==> config.mk <==
export PLATFORM = sky130hd
export DESIGN_NAME = supply_low_monitor
export DESIGN_NICKNAME = d
export VERILOG_FILES = /design/src/supply_watch_pkg.sv /design/src/supply_low_monitor.sv /design/src/supply_glitch_filter.sv
export SDC_FILE = /design/constraint.sdc
export NUM_CORES = 1
export LEC_CHECK = 0
export BUFFER_PORTS_ARGS = -buffer_cell sky130_fd_sc_hd__buf_2
export CORE_MARGIN = 2
export CORE_UTILIZATION = 40
export DETAILED_ROUTE_END_ITERATION = 8
export PLACE_DENSITY = 0.63
export SLEW_MARGIN = 15
export SYNTH_ARGS = -nofsm -noshare
export SYNTH_HDL_FRONTEND = slang
export SYNTH_SLANG_ARGS = --single-unit
==> constraint.sdc <==
create_clock -name clk -period 5 [get_ports clk]
set_input_delay 0 -clock clk [delete_from_list [all_inputs] [get_ports clk]]
set_output_delay 0 -clock clk [all_outputs]
set_load 0.02 [all_outputs]
==> src/supply_watch_pkg.sv <==
// Constants and types for the supply-low monitor and its control register.
// Assumes a 40 MHz core clock and a byte-wide special-function-register port.
package supply_watch_pkg;

  ////////////////////////////////////////////////////////////////////////////////
  // Register map.
  localparam logic [7:0] CONTROL_ADDR  = 8'hdf;
  localparam logic [7:0] CONTROL_RESET = 8'hde;

  localparam int DIGITAL_OK_BIT  = 7;
  localparam int ANALOG_OK_BIT   = 6;
  localparam int FLAG_BIT        = 5;
  localparam int DIGITAL_TRIP_LO = 3;
  localparam int ANALOG_TRIP_LO  = 1;
  localparam int MONITOR_ON_BIT  = 0;

  // Trip-point codes, highest level first.
  localparam logic [1:0] TRIP_4V63 = 2'h0;
  localparam logic [1:0] TRIP_3V08 = 2'h1;
  localparam logic [1:0] TRIP_2V93 = 2'h2;
  localparam logic [1:0] TRIP_2V63 = 2'h3;

  ////////////////////////////////////////////////////////////////////////////////
  // Timing.
  localparam longint CLK_HZ           = 40_000_000;
  localparam longint RECOVERY_TIME_MS = 250;
  localparam int     RECOVERY_CYCLES  = int'(RECOVERY_TIME_MS * CLK_HZ / 1000);
  localparam longint GLITCH_TIME_NS   = 1000;
  localparam int     GLITCH_CYCLES    = int'((GLITCH_TIME_NS * CLK_HZ + 999_999_999)
                                             / 1_000_000_000);
  localparam int     RECOVERY_W       = 24;
  localparam int     GLITCH_W         = 8;

  ////////////////////////////////////////////////////////////////////////////////
  // Types.
  typedef struct packed {
    logic       wr;
    logic       rd;
    logic [7:0] addr;
    logic [7:0] wdata;
  } sfr_req_t;

  typedef struct packed {
    logic [1:0] digital_trip_select;
    logic [1:0] analog_trip_select;
    logic       monitor_on;
  } control_t;

endpackage : supply_watch_pkg

==> src/supply_low_monitor.sv <==
// Supply-low monitor: control register, comparator filtering, flag and recovery.
// Assumes comparators and trip voltages are analog, outside; the core reaches
// the register through its byte-wide special-function-register port.
`timescale 1ns/1ps
module supply_low_monitor
#(
  parameter int RECOVERY_CYCLES    = supply_watch_pkg::RECOVERY_CYCLES,
  parameter bit HIGH_VOLTAGE_PART  = 1'b0
)
(
  // Clock and reset
  input  wire logic                       clk,
  input  wire logic                       reset,
  // Register port from the core
  input  wire supply_watch_pkg::sfr_req_t sfr_req,
  output logic [7:0]                      sfr_rdata,
  // Analog comparators
  input  wire logic                       digital_cmp_raw,
  input  wire logic                       analog_cmp_raw,
  output logic [1:0]                      digital_trip_select,
  output logic [1:0]                      analog_trip_select,
  output logic                            monitor_on,
  // Interrupt and reset requests
  input  wire logic                       interrupt_enable_secondary,
  output logic                            supply_irq,
  output logic                            por_request
);

  ////////////////////////////////////////////////////////////////////////////////
  // Address decode, used by both read and write.
  function automatic logic sfr_hit(input logic [7:0] addr);
    if (addr == supply_watch_pkg::CONTROL_ADDR)
      sfr_hit = 1'b1;
    else
      sfr_hit = 1'b0;
  endfunction : sfr_hit

  ////////////////////////////////////////////////////////////////////////////////
  // Comparator filters.
  logic [1:0] cmp_raw;
  logic [1:0] cmp_ok;
  logic       digital_supply_compare;
  logic       analog_supply_compare;

  assign cmp_raw = {digital_cmp_raw, analog_cmp_raw};

  for (genvar i = 0; i < 2; i++)
  begin : g_filter
    supply_glitch_filter u_filter
    (
      .clk      (clk),
      .reset    (reset),
      .raw      (cmp_raw[i]),
      .filtered (cmp_ok[i])
    );
  end

  assign digital_supply_compare = cmp_ok[1];
  assign analog_supply_compare  = cmp_ok[0];

  ////////////////////////////////////////////////////////////////////////////////
  // Control register and flag.
  localparam logic [7:0] RST = supply_watch_pkg::CONTROL_RESET;
  localparam int         DT  = supply_watch_pkg::DIGITAL_TRIP_LO;
  localparam int         AT  = supply_watch_pkg::ANALOG_TRIP_LO;
  localparam logic [supply_watch_pkg::RECOVERY_W-1:0] RECOVERY_LAST =
    supply_watch_pkg::RECOVERY_W'(RECOVERY_CYCLES - 1);

  supply_watch_pkg::control_t                control;
  supply_watch_pkg::control_t                next_control;
  logic                                      supply_low_flag;
  logic                                      next_flag;
  logic [supply_watch_pkg::RECOVERY_W-1:0]   recovery;
  logic [supply_watch_pkg::RECOVERY_W-1:0]   next_recovery;
  logic [7:0]                                next_rdata;
  logic [7:0]                                status;
  logic                                      wr_hit;
  logic                                      rd_hit;
  logic                                      any_low;
  logic                                      fault;

  assign wr_hit  = sfr_req.wr && sfr_hit(sfr_req.addr);
  assign rd_hit  = sfr_req.rd && sfr_hit(sfr_req.addr);
  assign any_low = !digital_supply_compare || !analog_supply_compare;
  assign fault   = control.monitor_on && any_low;

  always_comb
  begin
    status = {digital_supply_compare, analog_supply_compare, supply_low_flag,
              control.digital_trip_select, control.analog_trip_select,
              control.monitor_on};
  end

  always_comb
  begin
    next_control  = control;
    next_flag     = supply_low_flag;
    next_recovery = '0;
    next_rdata    = 8'h00;
    if (wr_hit)
    begin
      next_control.digital_trip_select = sfr_req.wdata[DT+1:DT];
      next_control.analog_trip_select  = sfr_req.wdata[AT+1:AT];
      next_control.monitor_on = sfr_req.wdata[supply_watch_pkg::MONITOR_ON_BIT];
      // A clear is refused while either comparator still reads low.
      if (sfr_req.wdata[supply_watch_pkg::FLAG_BIT] || !any_low)
        next_flag = sfr_req.wdata[supply_watch_pkg::FLAG_BIT];
    end
    // Recovery runs only while enabled, flagged and both supplies good;
    // any relapse leaves the count at zero so the full interval restarts.
    if (control.monitor_on && supply_low_flag && !any_low)
    begin
      if (recovery == RECOVERY_LAST)
        next_flag = 1'b0;
      else
        next_recovery = recovery + 1'b1;
    end
    // Hardware set wins over a software clear in the same cycle.
    if (fault)
      next_flag = 1'b1;
    if (rd_hit)
      next_rdata = status;
  end

  always_ff @(posedge clk or posedge reset)
  begin
    if (reset)
    begin
      control.digital_trip_select <= RST[DT+1:DT];
      control.analog_trip_select  <= RST[AT+1:AT];
      control.monitor_on          <= RST[supply_watch_pkg::MONITOR_ON_BIT];
      supply_low_flag             <= RST[supply_watch_pkg::FLAG_BIT];
      recovery                    <= '0;
      sfr_rdata                   <= 8'h00;
    end
    else
    begin
      control         <= next_control;
      supply_low_flag <= next_flag;
      recovery        <= next_recovery;
      sfr_rdata       <= next_rdata;
    end
  end

  ////////////////////////////////////////////////////////////////////////////////
  // Outputs to the analog side and the core.
  // The high-voltage part resets below its only trip level, so its digital
  // select is pinned to the top code and the comparator drives a reset request.
  assign digital_trip_select = HIGH_VOLTAGE_PART ? supply_watch_pkg::TRIP_4V63
                                                 : control.digital_trip_select;
  assign analog_trip_select  = control.analog_trip_select;
  assign monitor_on          = control.monitor_on;
  assign supply_irq          = supply_low_flag && interrupt_enable_secondary;
  assign por_request         = HIGH_VOLTAGE_PART && !digital_supply_compare;
endmodule : supply_low_monitor

==> src/supply_glitch_filter.sv <==
// Three-stage synchroniser followed by a stability filter for one comparator.
// Assumes the comparator output is asynchronous to clk; idle level is high.
`timescale 1ns/1ps
module supply_glitch_filter
(
  // Clock and reset
  input  wire logic clk,
  input  wire logic reset,
  // Comparator
  input  wire logic raw,
  output logic      filtered
);

  logic [2:0]                                sync;
  logic [supply_watch_pkg::GLITCH_W-1:0]     count;
  logic [2:0]                                next_sync;
  logic [supply_watch_pkg::GLITCH_W-1:0]     next_count;
  logic                                      next_filtered;
  logic                                      settled;

  localparam logic [supply_watch_pkg::GLITCH_W-1:0] LAST =
    supply_watch_pkg::GLITCH_W'(supply_watch_pkg::GLITCH_CYCLES - 1);

  // Stage 0 feeds only stage 1; stages 1 and 2 are the agreeing pair.
  assign settled = (sync[1] == sync[2]) && (sync[2] != filtered);

  always_comb
  begin
    next_sync     = {sync[1:0], raw};
    next_count    = '0;
    next_filtered = filtered;
    if (settled)
    begin
      // A level must hold for the whole window before it is believed.
      if (count == LAST)
        next_filtered = sync[2];
      else
        next_count = count + 1'b1;
    end
  end

  always_ff @(posedge clk or posedge reset)
  begin
    if (reset)
    begin
      sync     <= 3'h7;
      count    <= '0;
      filtered <= 1'b1;
    end
    else
    begin
      sync     <= next_sync;
      count    <= next_count;
      filtered <= next_filtered;
    end
  end
endmodule : supply_glitch_filter

==> impl_metrics.py <==
metrics = {
    "cts": {
        "insertion_delay_ns": 0.34,
        "cts-root-buf": "clkbuf_8",
        "cts_tree": "built",
        "clock_path_buffers": 2,
        "clk_pin_slew_ns": 0.07,
        "h-tree-depth": 3,
        "cts_buffers": 9,
        "clock-sinks": 62,
    },
    "global_route": {
        "grt.total_usage_pct": 14.8,
        "grt_pass1_wl_mm": 8.89,
        "grt_pass1_vias": 2004,
        "antenna_found_initial": 0,
        "grt.overflow.total": 0,
        "grt_start_max_net_pins": 63,
    },
    "floorplan": {
        "die-height_um": 88.2,
        "dieArea_um2": 7790,
        "start_util_pct": 41.6,
        "rows": 30,
        "core_region_area_um2": 6830,
        "io_pins": 38,
        "die_x_um": 88.2,
    },
    "finish": {
        "fin_nets": 338,
        "insertedDiodeCount": 0,
        "multi_input_area_um2": 1210,
        "area_growth_pct": 19.5,
        "postLayoutCellArea_um2": 3390,
        "final_layout_size_suffix_gt1_share_pct": 25.2,
        "register_area_um2": 1570,
        "nFillCells": 636,
    },
    "run_status": {
        "outcome": "completed",
    },
    "sta": {
        "rsz0062_at_grt": "false",
        "finClkSkew_ns": 0.00816,
        "fin_crit_ns": 2.39,
        "tns_ns": 0,
        "fin_crit_sh_pct": 47.9,
        "maxSlewHeadroom_pct": 46.6,
        "report.final.slew_viol_count": 0,
        "setup_viol": 0,
        "max_freq_mhz": 418,
        "worst_pin_slew_ns": 0.801,
        "finalHoldViolations": 0,
    },
    "synthesis": {
        "synth_top_area_share_pct": 44.1,
        "syn_area_per_cell_um2": 10.8,
        "synth_top_cell_by_area": "dfrtp_1",
        "ys_top_cells_by_area": "dfrtp_1, dfstp_2, xnor2_1, nor2_1, xor2_1",
        "synth.distinct_cells": 44,
        "synth-seq-cells": 62,
        "yosys_warnings": 0,
        "syn-num-nets": 290,
        "yosysSeqAreaShare_pct": 55.2,
        "syn-cell-area_um2": 2840,
        "synthCells": 264,
    },
    "hold_path": {
        "hp-class": "in -> reg",
    },
    "power": {
        "pwr-share-comb_pct": 4.4,
        "p_switching_w": 0.000227,
        "seqPwrFrac_pct": 50.3,
        "intPower_w": 0.000812,
        "vdd_drop_max_mv": 0.136,
        "switching_share_pct": 21.9,
        "cellPowerDensity_nw_per_um2": 306,
        "p_leak_nw": 1.47,
        "power.clock.fraction_pct": 45.3,
    },
    "route": {
        "route.detailed.drc": 0,
        "routedWlPerCell_um": 12.6,
        "vias": 2048,
        "postRouteAntennaNets": 0,
        "vias_per_cell": 4.96,
        "drt-total-wl_mm": 5.21,
        "dr.pass1.iters": 4,
        "drtIter0Drc": 92,
    },
    "setup_path": {
        "critPathArrivalTime_ns": 2.58,
        "startpoint_type": "flip-flop",
        "critPathKind": "reg -> reg",
        "path_max_fanout": 23,
        "critPathCaptureType": "flip-flop",
        "cp_data_required_time_ns": 5.19,
    },
    "job": {
        "maxCapViolations": 0,
    },
    "placement": {
        "dp_hpwl_mm": 3.46,
        "port_buffers": 34,
        "place_area_um2": 3100,
        "place.gp.congestion": 0.778,
    },
}
cells in the mapped netlist:
cell type   n
dfrtp_1    50
nor2_1     33
nand2_1    18
xnor2_1    15
dfstp_2    12
nand3_1    12
xor2_1     11
and2_1     10
o21ai_0     8
and3_1      7
inv_1       7
nor4_1      7
nand4_1     6
nor3_1      6
or3_1       6
a21oi_1     5
mux2_2      5
a21oi_2     4
o31ai_1     4
or4_1       4
a31oi_1     3
and4_1      3
buf_2       3
ha_1        3
nand2b_1    2
or4b_2      2
a21o_1      1
a22o_1      1
and3b_1     1
and4_2      1
and4b_1     1
buf_4       1
buf_6       1
clkbuf_1    1
conb_1      1
nand3_2     1
nand3b_1    1
nand4_2     1
nand4_4     1
nor2b_1     1
o22ai_1     1
o32ai_1     1
or4_4       1
or4b_1      1
metal layers:
| layer | vias up | global-route usage, % | part of all wire (%) |
|---|---|---|---|
| met2 | 37 | 24.1 | 46 |
| met3 | 10 | 5.97 | 5.0 |
| met4 | 0 | 4.68 | 1.5 |
| met5 | - | 0 | 0 |
| met1 | 978 | 18.0 | 47 |
| li1 | 1023 | - | - |
cells in the final DEF, fill, tap and decap left out, types with 6 or more instances in the layout:
cell type,count
xnor2_1,15
or3_1,6
o21ai_0,8
dfrtp_1,50
nor3_1,6
dfstp_2,12
and3_1,7
buf_2,34
nand4_1,6
nand2_1,18
dlygate4sd3_1,8
inv_1,6
xor2_1,11
nor4_1,7
and2_1,10
clkbuf_8,9
nor2_1,33
nand3_1,12
layout make-up:
class,instances,share of cell area [%]
multi-input combinational,189,35.6
inverter,7,0.775
tap,96,3.54
sequential,62,46.2
clock buffer,9,3.65
timing repair buffer,43,7.60
clock inverter,7,2.62
worst paths after layout:
check                                                   from                             to  slack, ns  cells past startpoint
worst max-delay path                            recovery[21]                    recovery[9]       2.61                      4
worst min-delay path                              sfr_req[5]                supply_low_flag       0.06                      4
worst max register to register                  recovery[21]                    recovery[9]       2.61                      4
worst min register to register  g_filter[1].u_filter.sync[0]   g_filter[1].u_filter.sync[1]       0.36                      0
max in group asynchronous                              reset                   sfr_rdata[2]       4.09                      4
min in group asynchronous                              reset  g_filter[0].u_filter.count[7]       0.42                      4
worst max-delay path: stages, from the launching register on:
cell and delay (ns):
dfrtp_1 0.42, or4b_2 0.68, nor3_1 0.32, a21o_1 0.70
nor2_1 0.11
cell families (layout without fill, tap and decap cells):
| family | count (synthesis) | after routing | synth area share, % |
|---|---|---|---|
| simple gates | 126 | 126 | 24.8 |
| flops | 62 | 62 | 55.2 |
| compound gates | 28 | 28 | 6.35 |
| xor+xnor | 26 | 26 | 8.02 |
| buf+inv | 13 | 66 | 2.25 |
| mux | 5 | 5 | 1.98 |
| fa+ha+maj | 3 | 3 | 1.32 |
| other cells | 1 | 1 | 0.132 |
registers in the layout, summed over array words and instances, names as in the netlist:
| name | count |
|---|---|
| recovery | 24 |
| g_filter.u_filter.count | 16 |
| sfr_rdata | 8 |
| g_filter.u_filter.sync | 6 |
| analog_trip_select | 2 |
| digital_trip_select | 2 |
| g_filter.u_filter.filtered | 2 |
| monitor_on | 1 |
| supply_low_flag | 1 |
power by group through the flow:
stage / clock, W / sequential (W) / combinational (W)
floorplan: 0 / 0.000532 / 0.0000236
global placement: 0 / 0.000532 / 0.0000412
detailed placement: 0 / 0.000532 / 0.0000418
CTS: 0.000488 / 0.000523 / 0.0000466
global route: 0.000513 / 0.000525 / 0.0000515
finish: 0.000471 / 0.000523 / 0.0000455
what timing repair did:
action | 4_1_cts | 5_1_grt
gates resized for setup | 0 | 0
setup buffers | 0 | 0
hold endpoints to repair | 57 | 0
hold buffers | 8 | 0
setup endpoints to repair | 0 | 0
through the flow:
step / hold slack [ns] / setup WS, ns / std cells / utilization (%) / power, W
global route: 0.0674 / 2.39 / 413 / 49.7 / 0.00109
CTS: 0.0462 / 2.56 / 413 / 49.7 / 0.00106
finish: 0.0617 / 2.61 / 413 / 49.7 / 0.00104
floorplan: 0.00448 / 3.03 / 264 / - / 0.000555
detailed placement: 0.106 / 2.58 / 389 / 45.4 / 0.000574
global placement: 0.105 / 2.58 / 389 / 45.4 / 0.000573
No activity file was read; power rests on OpenSTA's default activity.
